$ cat src/hw/psp_defines.svh
`ifndef PSP_DEFINES_SVH
`define PSP_DEFINES_SVH

// =============================================================
// Register map of the plain register port.
`define PSP_ADDR_W 4
`define PSP_OFF_S_DATA 4'h0
`define PSP_OFF_S_DIR 4'h1
`define PSP_OFF_P_DRIVE 4'h2
`define PSP_OFF_FUNC_EN 4'h3
`define PSP_OFF_P_DIR 4'h4
`define PSP_OFF_P_DATA 4'h5

// =============================================================
// Reset values.
`define PSP_RST_S_DATA 8'h00
`define PSP_RST_S_DIR 8'h00
`define PSP_RST_P_DRIVE 8'h00
`define PSP_RST_FUNC_EN 8'h00
`define PSP_RST_P_DIR 8'h00
`define PSP_RST_P_DATA 8'h00

// =============================================================
// Function enable register field positions.
`define PSP_FEN_SPI 0
`define PSP_FEN_BUSCLK 1
`define PSP_FEN_SER 2
`define PSP_FEN_PWM 3

// =============================================================
// Port S bit positions carrying alternate functions.
`define PSP_S_SS 5
`define PSP_S_SCK 4
`define PSP_S_B3 3
`define PSP_S_B2 2

`endif

$ cat src/hw/psp_pkg.sv
package psp_pkg;

    // =============================================================
    // Owner of one port S pin.
    typedef enum logic [2:0] {
        OWN_GPIO,
        OWN_SPI,
        OWN_BUSCLK,
        OWN_SER,
        OWN_PWM
    } owner_type;

    // One pin's drive request: enable, level and reduced drive.
    typedef struct packed {
        logic oe;
        logic level;
        logic reduced;
    } pin_drive_type;

    // Alternate function requests towards port S.
    typedef struct packed {
        logic spiSsOe;
        logic spiSsOut;
        logic spiSckOe;
        logic spiSckOut;
        logic spiMosiOe;
        logic spiMosiOut;
        logic spiMisoOe;
        logic spiMisoOut;
        logic busClkOut;
        logic serTx3Oe;
        logic serTx3Out;
        logic serTx2Oe;
        logic serTx2Out;
        logic pwm3Out;
        logic pwm2Out;
    } alt_req_type;

endpackage : psp_pkg

$ cat src/hw/psp_sync.sv
`timescale 1ns/1ps

// =============================================================
// Two-stage synchroniser for a bus of pin levels.
module psp_sync #(
    parameter int WIDTH = 8
) (
    // Clock and reset.
    input wire logic ref_clk,
    input wire logic rst_b,
    // Data.
    input wire logic [WIDTH-1:0] asyncIn,
    output logic [WIDTH-1:0] syncOut
);

    logic [WIDTH-1:0] stage1_reg;
    logic [WIDTH-1:0] stage2_reg;

    // The first stage is read only by the second, to contain metastability.
    always_ff @(posedge ref_clk or negedge rst_b) begin
        if (!rst_b) begin
            stage1_reg <= '0;
            stage2_reg <= '0;
        end else begin
            stage1_reg <= asyncIn;
            stage2_reg <= stage1_reg;
        end
    end

    assign syncOut = stage2_reg;

endmodule : psp_sync

$ cat src/hw/psp_s_arbiter.sv
`timescale 1ns/1ps
`include "psp_defines.svh"

// =============================================================
// Port S pin ownership by fixed priority.
module psp_s_arbiter #(
    parameter int WIDTH = 6
) (
    // Function enables.
    input wire logic spiEn,
    input wire logic busClkEn,
    input wire logic serEn,
    input wire logic pwmEn,
    // Alternate requests.
    input wire psp_pkg::alt_req_type alt,
    // General-purpose state.
    input wire logic [WIDTH-1:0] gpioDir,
    input wire logic [WIDTH-1:0] gpioData,
    // Results.
    output logic [WIDTH-1:0] pinOe,
    output logic [WIDTH-1:0] pinOut,
    output psp_pkg::owner_type owner3,
    output psp_pkg::owner_type owner2
);

    logic [WIDTH-1:0] altOwns;
    logic [WIDTH-1:0] altOe;
    logic [WIDTH-1:0] altOut;

    // Bit 3: bus clock, then MOSI, then serial, then PWM, then GPIO.
    assign owner3 = busClkEn ? psp_pkg::OWN_BUSCLK :
                    spiEn ? psp_pkg::OWN_SPI :
                    serEn ? psp_pkg::OWN_SER :
                    pwmEn ? psp_pkg::OWN_PWM : psp_pkg::OWN_GPIO;
    // Bit 2: MISO, then serial, then PWM, then GPIO.
    assign owner2 = spiEn ? psp_pkg::OWN_SPI :
                    serEn ? psp_pkg::OWN_SER :
                    pwmEn ? psp_pkg::OWN_PWM : psp_pkg::OWN_GPIO;

    // Alternate drive per bit; the bus clock and PWM always drive.
    always_comb begin
        altOwns = '0;
        altOe = '0;
        altOut = '0;
        altOwns[`PSP_S_SS] = spiEn;
        altOe[`PSP_S_SS] = alt.spiSsOe;
        altOut[`PSP_S_SS] = alt.spiSsOut;
        altOwns[`PSP_S_SCK] = spiEn;
        altOe[`PSP_S_SCK] = alt.spiSckOe;
        altOut[`PSP_S_SCK] = alt.spiSckOut;
        altOwns[`PSP_S_B3] = (owner3 != psp_pkg::OWN_GPIO);
        unique case (owner3)
            psp_pkg::OWN_BUSCLK: begin
                altOe[`PSP_S_B3] = 1'b1;
                altOut[`PSP_S_B3] = alt.busClkOut;
            end
            psp_pkg::OWN_SPI: begin
                altOe[`PSP_S_B3] = alt.spiMosiOe;
                altOut[`PSP_S_B3] = alt.spiMosiOut;
            end
            psp_pkg::OWN_SER: begin
                altOe[`PSP_S_B3] = alt.serTx3Oe;
                altOut[`PSP_S_B3] = alt.serTx3Out;
            end
            psp_pkg::OWN_PWM: begin
                altOe[`PSP_S_B3] = 1'b1;
                altOut[`PSP_S_B3] = alt.pwm3Out;
            end
            default: begin
                altOe[`PSP_S_B3] = 1'b0;
            end
        endcase
        altOwns[`PSP_S_B2] = (owner2 != psp_pkg::OWN_GPIO);
        unique case (owner2)
            psp_pkg::OWN_SPI: begin
                altOe[`PSP_S_B2] = alt.spiMisoOe;
                altOut[`PSP_S_B2] = alt.spiMisoOut;
            end
            psp_pkg::OWN_SER: begin
                altOe[`PSP_S_B2] = alt.serTx2Oe;
                altOut[`PSP_S_B2] = alt.serTx2Out;
            end
            psp_pkg::OWN_PWM: begin
                altOe[`PSP_S_B2] = 1'b1;
                altOut[`PSP_S_B2] = alt.pwm2Out;
            end
            default: begin
                altOe[`PSP_S_B2] = 1'b0;
            end
        endcase
    end

    // GPIO drives the data bit only where no alternate function owns the pin.
    genvar i;
    generate
        for (i = 0; i < WIDTH; i++) begin : g_pin
            assign pinOe[i] = altOwns[i] ? altOe[i] : gpioDir[i];
            assign pinOut[i] = altOwns[i] ? altOut[i] : gpioData[i];
        end
    endgenerate

endmodule : psp_s_arbiter

$ cat src/hw/psp_port_top.sv
// =============================================================
// Summary of operation
// - GPIO output drives stored data bit
// - Read returns data if output, else pin
// - Enabled SPI owns port S bits 5, 4
// - Bit 3: clock, MOSI, serial, PWM, GPIO
// - Bit 2: MISO, serial, PWM, GPIO
// - Alternate functions mapped to fixed S bits
// - Drive bit set selects reduced drive
// - Drive bit ignored on inputs, any function
//
// Strobed register access and the placing of the registers were left to the implementer.
`timescale 1ns/1ps
`include "psp_defines.svh"

module psp_port_top #(
    parameter int S_WIDTH = 6,
    parameter int P_WIDTH = 6
) (
    // Clock and reset.
    input wire logic ref_clk,
    input wire logic rst_b,
    // Register port.
    input wire logic [`PSP_ADDR_W-1:0] regAddr,
    input wire logic [7:0] regWdata,
    input wire logic regWr,
    input wire logic regRd,
    output logic [7:0] regRdata,
    // Alternate function requests.
    input wire psp_pkg::alt_req_type altReq,
    // Port S pins.
    input wire logic [S_WIDTH-1:0] portSIn,
    output logic [S_WIDTH-1:0] portSOut,
    output logic [S_WIDTH-1:0] portSOe,
    // Alternate function inputs seen from port S.
    output logic [S_WIDTH-1:0] portSSync,
    // Port P pins.
    input wire logic [P_WIDTH-1:0] portPIn,
    input wire logic [P_WIDTH-1:0] portPAltOe,
    input wire logic [P_WIDTH-1:0] portPAltOut,
    input wire logic [P_WIDTH-1:0] portPAltOwn,
    output logic [P_WIDTH-1:0] portPOut,
    output logic [P_WIDTH-1:0] portPOe,
    output logic [P_WIDTH-1:0] portPReduced
);

    // =============================================================
    // Registers.
    logic [7:0] sData_reg;
    logic [7:0] sData_next;
    logic [7:0] sDir_reg;
    logic [7:0] sDir_next;
    logic [7:0] pDrive_reg;
    logic [7:0] pDrive_next;
    logic [7:0] funcEn_reg;
    logic [7:0] funcEn_next;
    logic [7:0] pDir_reg;
    logic [7:0] pDir_next;
    logic [7:0] pData_reg;
    logic [7:0] pData_next;
    logic [7:0] rdata_reg;
    logic [7:0] rdata_next;
    logic [S_WIDTH-1:0] sOut_reg;
    logic [S_WIDTH-1:0] sOe_reg;
    logic [S_WIDTH-1:0] sSync_reg;
    logic [P_WIDTH-1:0] pOut_reg;
    logic [P_WIDTH-1:0] pOe_reg;
    logic [P_WIDTH-1:0] pRed_reg;

    // =============================================================
    // Synchronised pin levels.
    logic [S_WIDTH-1:0] sPinSync;
    logic [P_WIDTH-1:0] pPinSync;

    psp_sync #(.WIDTH(S_WIDTH)) u_sync_s (
        .ref_clk(ref_clk),
        .rst_b(rst_b),
        .asyncIn(portSIn),
        .syncOut(sPinSync)
    );

    psp_sync #(.WIDTH(P_WIDTH)) u_sync_p (
        .ref_clk(ref_clk),
        .rst_b(rst_b),
        .asyncIn(portPIn),
        .syncOut(pPinSync)
    );

    // =============================================================
    // Port S ownership.
    logic [S_WIDTH-1:0] sOeNext;
    logic [S_WIDTH-1:0] sOutNext;

    psp_s_arbiter #(.WIDTH(S_WIDTH)) u_arb (
        .spiEn(funcEn_reg[`PSP_FEN_SPI]),
        .busClkEn(funcEn_reg[`PSP_FEN_BUSCLK]),
        .serEn(funcEn_reg[`PSP_FEN_SER]),
        .pwmEn(funcEn_reg[`PSP_FEN_PWM]),
        .alt(altReq),
        .gpioDir(sDir_reg[S_WIDTH-1:0]),
        .gpioData(sData_reg[S_WIDTH-1:0]),
        .pinOe(sOeNext),
        .pinOut(sOutNext),
        .owner3(),
        .owner2()
    );

    // =============================================================
    // Port P drive: the reduced flag is meaningful only while driving.
    logic [P_WIDTH-1:0] pOeNext;
    logic [P_WIDTH-1:0] pOutNext;
    logic [P_WIDTH-1:0] pRedNext;

    genvar j;
    generate
        for (j = 0; j < P_WIDTH; j++) begin : g_pp
            assign pOeNext[j] = portPAltOwn[j] ? portPAltOe[j] : pDir_reg[j];
            assign pOutNext[j] = portPAltOwn[j] ? portPAltOut[j] : pData_reg[j];
            assign pRedNext[j] = pOeNext[j] & pDrive_reg[j];
        end
    endgenerate

    // =============================================================
    // Register decode.
    logic hitSData;
    logic hitSDir;
    logic hitPDrive;
    logic hitFunc;
    logic hitPDir;
    logic hitPData;
    logic [7:0] sReadVal;
    logic [7:0] pReadVal;

    function automatic logic hit(input logic [`PSP_ADDR_W-1:0] a,
                                 input logic [`PSP_ADDR_W-1:0] off);
        hit = (a == off);
    endfunction : hit

    assign hitSData = hit(regAddr, `PSP_OFF_S_DATA);
    assign hitSDir = hit(regAddr, `PSP_OFF_S_DIR);
    assign hitPDrive = hit(regAddr, `PSP_OFF_P_DRIVE);
    assign hitFunc = hit(regAddr, `PSP_OFF_FUNC_EN);
    assign hitPDir = hit(regAddr, `PSP_OFF_P_DIR);
    assign hitPData = hit(regAddr, `PSP_OFF_P_DATA);

    // Output bits read back the register, input bits the synchronised pin.
    assign sReadVal = {{(8 - S_WIDTH){1'b0}},
                       (sDir_reg[S_WIDTH-1:0] & sData_reg[S_WIDTH-1:0]) |
                       (~sDir_reg[S_WIDTH-1:0] & sPinSync)};
    assign pReadVal = {{(8 - P_WIDTH){1'b0}},
                       (pDir_reg[P_WIDTH-1:0] & pData_reg[P_WIDTH-1:0]) |
                       (~pDir_reg[P_WIDTH-1:0] & pPinSync)};

    // Writes store all eight bits; unmapped addresses read zero.
    assign sData_next = (regWr && hitSData) ? regWdata : sData_reg;
    assign sDir_next = (regWr && hitSDir) ? regWdata : sDir_reg;
    assign pDrive_next = (regWr && hitPDrive) ? regWdata : pDrive_reg;
    assign funcEn_next = (regWr && hitFunc) ? regWdata : funcEn_reg;
    assign pDir_next = (regWr && hitPDir) ? regWdata : pDir_reg;
    assign pData_next = (regWr && hitPData) ? regWdata : pData_reg;
    assign rdata_next = !regRd ? 8'h00 :
                        hitSData ? sReadVal :
                        hitSDir ? sDir_reg :
                        hitPDrive ? pDrive_reg :
                        hitFunc ? funcEn_reg :
                        hitPDir ? pDir_reg :
                        hitPData ? pReadVal : 8'h00;

    // =============================================================
    // Register state.
    always_ff @(posedge ref_clk or negedge rst_b) begin
        if (!rst_b) begin
            sData_reg <= `PSP_RST_S_DATA;
            sDir_reg <= `PSP_RST_S_DIR;
            pDrive_reg <= `PSP_RST_P_DRIVE;
            funcEn_reg <= `PSP_RST_FUNC_EN;
            pDir_reg <= `PSP_RST_P_DIR;
            pData_reg <= `PSP_RST_P_DATA;
            rdata_reg <= 8'h00;
        end else begin
            sData_reg <= sData_next;
            sDir_reg <= sDir_next;
            pDrive_reg <= pDrive_next;
            funcEn_reg <= funcEn_next;
            pDir_reg <= pDir_next;
            pData_reg <= pData_next;
            rdata_reg <= rdata_next;
        end
    end

    // =============================================================
    // Pin outputs are registered so every output leaves a flip-flop;
    // this costs one cycle of latency on alternate function signals.
    always_ff @(posedge ref_clk or negedge rst_b) begin
        if (!rst_b) begin
            sOut_reg <= '0;
            sOe_reg <= '0;
            sSync_reg <= '0;
            pOut_reg <= '0;
            pOe_reg <= '0;
            pRed_reg <= '0;
        end else begin
            sOut_reg <= sOutNext;
            sOe_reg <= sOeNext;
            sSync_reg <= sPinSync;
            pOut_reg <= pOutNext;
            pOe_reg <= pOeNext;
            pRed_reg <= pRedNext;
        end
    end

    assign regRdata = rdata_reg;
    assign portSOut = sOut_reg;
    assign portSOe = sOe_reg;
    assign portSSync = sSync_reg;
    assign portPOut = pOut_reg;
    assign portPOe = pOe_reg;
    assign portPReduced = pRed_reg;

endmodule : psp_port_top

$ cat config.mk
export PLATFORM = sky130hd
export DESIGN_NAME = psp_port_top
export DESIGN_NICKNAME = d
export VERILOG_FILES = /design/src/hw/psp_pkg.sv /design/src/hw/psp_sync.sv /design/src/hw/psp_s_arbiter.sv /design/src/hw/psp_port_top.sv
export VERILOG_INCLUDE_DIRS = /design/src /design/src/hw
export SDC_FILE = /design/constraint.sdc
export NUM_CORES = 1
export LEC_CHECK = 0
export ABC_CLOCK_PERIOD_IN_PS = 1050
export BUFFER_PORTS_ARGS = -buffer_cell sky130_fd_sc_hd__clkbuf_2
export CORE_AREA = 4 4 102 104
export DETAILED_ROUTE_END_ITERATION = 10
export DIE_AREA = 0 0 106 108
export PLACE_DENSITY = 0.72
export SETUP_SLACK_MARGIN = 0.5
export SLEW_MARGIN = 20
export SYNTH_ARGS = -nofsm -noshare
export SYNTH_HDL_FRONTEND = slang
export SYNTH_SLANG_ARGS = --single-unit
$ cat constraint.sdc
create_clock -name ref_clk -period 1.05 [get_ports ref_clk]
set_input_delay 0.105 -clock ref_clk [delete_from_list [all_inputs] [get_ports ref_clk]]
set_output_delay 0.105 -clock ref_clk [all_outputs]
set_load 0.02 [all_outputs]
==> flow_summary.json <==
{
  "regToRegEndpoint": "regRdata[2]",
  "yosys_warnings": 0,
  "r2r-start": "pDir_reg[2]",
  "initial_utilization_pct": 46.79,
  "grt_usage_pct": 19.21,
  "num-fill-cells": 627,
  "hpwl_um": 7449,
  "drive_above_1_share_pct": 59.75,
  "rsz0062_at_grt": "yes",
  "cts_sinks": 112,
  "grt_pass1_wl_um": 16840,
  "tightestPinTransition_ps": 328.2,
  "ctsHoldBuffers": 12,
  "power_frac_seq_pct": 47.6,
  "crit_slowest_cell": "dfrtp_1",
  "yosysSeqAreaShare_pct": 62.73,
  "ctsRootBufferMaster": "clkbuf_8",
  "critPathKind": "reg2reg",
  "cp.required_ps": 1370,
  "startpoint_type": "flip-flop",
  "max_freq_ghz": 0.8445,
  "grt_max_degree": 41,
  "clk_path_buf_depth": 2,
  "violations": "negative hold slack, negative setup slack",
  "rows": 36,
  "cp_cell_sequence": "nand4b_1 -> a31oi_2 -> o221a_2",
  "finalSetupViolCount": 14,
  "dieHeight_um": 108,
  "vias_per_cell": 5.169,
  "outcome": "finished with violations",
  "fin_crit_ps": 1184,
  "die_w_um": 106,
  "crit_fanout": 5,
  "slew_headroom_pct": 77.95,
  "max-vdd-ir-drop_mv": 0.8765,
  "synth_cells": 300,
  "detail_route.first_pass.iterations": 5,
  "slowest_delay_ps": 450,
  "synth_edf_count": 0,
  "p_clk_share_pct": 23.6,
  "worst_clock_skew_ps": 12.10,
  "cts_buffers": 9,
  "gp_congestion": 0.8461,
  "fin_util_pct": 70.45,
  "path_clk_slew_ps": 110,
  "crit_family": "flip-flops",
  "io_buffers": 104,
  "ys.flop_type": "dfrtp_1",
  "drt_iter0_drc": 155,
  "cellLeakagePower_nw": 3.219,
  "place_inst": 565,
  "max-cap-violations": 0,
  "synthDistinctLibCells": 37,
  "synthesis.area_sq_mm": 0.004468,
  "totalWireLength_um": 11530,
  "crit_buf_inv": 0,
  "maxSlewViolCount": 0,
  "worstRegToRegCells": 3,
  "finalHoldViolations": 132,
  "antenna_left": 0,
  "holdWs_ps": -448.3,
  "synth_nets": 361,
  "insertedDiodeCount": 0,
  "p_int_w": 0.008554,
  "stdcell_count": 610,
  "setup_ws_ps": -134.1,
  "avgSynthCellArea_sq_um": 14.89,
  "min_period_over_period_pct": 112.8,
  "p_per_area_mw_per_mm2": 1761,
  "swShare_pct": 27.81,
  "drc": 0,
  "nets": 533,
  "p_comb_share_pct": 28.8,
  "hp-class": "in2async",
  "ys_ff_latch": 112,
  "vias": 3153,
  "p_sw_w": 0.003295,
  "syn_to_final_growth_pct": 50.57,
  "grt_pass1_vias": 3235,
  "core_sq_mm": 0.009549,
  "antenna_found_initial": 0,
  "die-area_sq_mm": 0.01145,
  "gr-total-overflow": 0,
  "wl_per_cell_um": 18.90,
  "cts_tree": "yes",
  "async_reset_ff_share_pct": 100.0,
  "worst_ep_arrival_time_ps": 1510,
  "rrSetupSlack_ps": -130,
  "htree_levels": 3,
  "clk_latency_ps": 390,
  "end_kind": "flip-flop",
  "ios": 105
}
[layout make-up]
| class | instances | area [sq um] | share of cell area [%] |
|---|---|---|---|
| tap | 133 | 166.4 | 2.474 |
| clock inverter | 6 | 92.59 | 1.376 |
| timing repair buffer | 175 | 1664 | 24.74 |
| sequential | 112 | 2815 | 41.84 |
| multi-input combinational | 171 | 1851 | 27.51 |
| inverter | 3 | 11.26 | 0.1674 |
| clock buffer | 10 | 127.6 | 1.897 |
[Yosys cell counts, drive strengths merged (2+ instances only)]
| library cell | number | area [sq um] |
|---|---|---|
| o22a | 6 | 52.55 |
| and2 | 6 | 37.54 |
| nand4b | 6 | 52.55 |
| clkbuf | 3 | 11.26 |
| mux2i | 13 | 130.1 |
| a311o | 2 | 20.02 |
| inv | 3 | 11.26 |
| nor2b | 4 | 25.02 |
| a221oi | 2 | 30.03 |
| nand2b | 10 | 62.56 |
| nand3 | 8 | 50.05 |
| mux2 | 62 | 750.7 |
| nand2 | 7 | 33.78 |
| and4 | 2 | 17.52 |
| nor3 | 4 | 25.02 |
| a21oi | 10 | 50.05 |
| o221a | 6 | 67.56 |
| nor2 | 2 | 7.510 |
| a31oi | 6 | 37.54 |
| dfrtp | 112 | 2803 |
| a21boi | 6 | 45.04 |
| or2 | 2 | 12.51 |
| buf | 11 | 71.32 |
[power by group through the flow]
stage / Clock [W] / Sequential (W) / Combinational (W)
after floorplan: 0 / 0.00578 / 0.00121
after global placement: 0 / 0.00558 / 0.00238
after detailed placement: 0 / 0.00561 / 0.00243
after CTS: 0.00288 / 0.00559 / 0.00316
after global routing: 0.00305 / 0.00572 / 0.00360
final: 0.00280 / 0.00564 / 0.00341
[cell usage in the layout (no fill, tap or decap), types with 2 or more instances in the layout]
cell type      instances
and2_4                 5
nand2b_1              10
mux2_4                60
buf_6                 35
a311o_1                2
nor2b_1                2
nand3_4                2
dlygate4sd3_1         12
clkinvlp_4             2
bufinv_16              2
or2_2                  2
a31oi_1                3
inv_1                  3
buf_12                 6
o22a_1                 6
dfrtp_1              102
nor3_2                 2
nand2_1                6
buf_4                 32
mux2_2                 2
clkbuf_8              42
a21oi_1                9
mux2i_1               13
clkbuf_2              54
a221oi_2               2
nand3_1                6
and4_4                 2
a21boi_0               6
clkbuf_16              2
a31oi_2                3
dfrtp_2               10
o221a_2                6
nand4b_1               6
[timing repair]
item | 4_1_cts | 5_1_grt
setup buffers | 7 | 9
endpoints found under the hold margin | 148 | 131
resized for setup | 137 | 58
endpoints found under the setup margin | 125 | 125
pin swaps | 26 | 13
gates cloned | 0 | 1
[worst max-delay path by stage]
| stage | slack (ps) | cells after the start | to | start |
|---|---|---|---|---|
| 2_1_floorplan | -130 | 4 | sData_reg[0] | regAddr[1] |
| 4_1_cts | -100 | 3 | portSOut[3] | funcEn_reg[3] |
| 5_1_grt | -180 | 3 | regRdata[2] | pDir_reg[2] |
| 3_5_place_dp | -400 | 4 | pData_reg[4] | regAddr[1] |
| 3_3_place_gp | -310 | 4 | pData_reg[1] | regAddr[1] |
| 6_report | -130 | 3 | regRdata[2] | pDir_reg[2] |
[through the flow]
| step | power, W | area (sq um) | hold slack, ps | setup TNS, ps | setup slack (ps) |
|---|---|---|---|---|---|
| 3_5_place_dp | 0.008043 | 5540 | -27.45 | -15750 | -402.4 |
| 2_1_floorplan | 0.006990 | 4614 | -190.6 | -2097 | -128.5 |
| 5_1_grt | 0.01237 | 6728 | -452.4 | -1613 | -178.1 |
| 4_1_cts | 0.01164 | 6481 | -460.2 | -402.3 | -102.2 |
| 3_3_place_gp | 0.007954 | 5540 | -28.35 | -13520 | -310.0 |
| 6_report | 0.01185 | 6728 | -448.3 | -784.8 | -134.1 |
[worst reg2reg max path: stages (launching register included)]
cell and delay (ps):
dfrtp_1 450, nand4b_1 260, a31oi_2 210, o221a_2 210
[cell families after synthesis]
group                  share of synthesized area, %
AND/OR/NAND/NOR                               8.037
AO/OA/AOI/OAI                                 7.421
flip-flops                                    62.73
buffers and inverters                         2.100
multiplexers                                  19.71
[layer usage]
| layer | global-route usage (%) | share of wire [%] | vias to the layer above |
|---|---|---|---|
| li1 | - | - | 1424 |
| met1 | 25.46 | 43 | 1571 |
| met2 | 30.69 | 48 | 125 |
| met3 | 3.940 | 5.4 | 33 |
| met4 | 8.973 | 3.1 | 0 |
| met5 | 0 | 0 | - |
No activity file was read; power rests on OpenSTA's default activity.
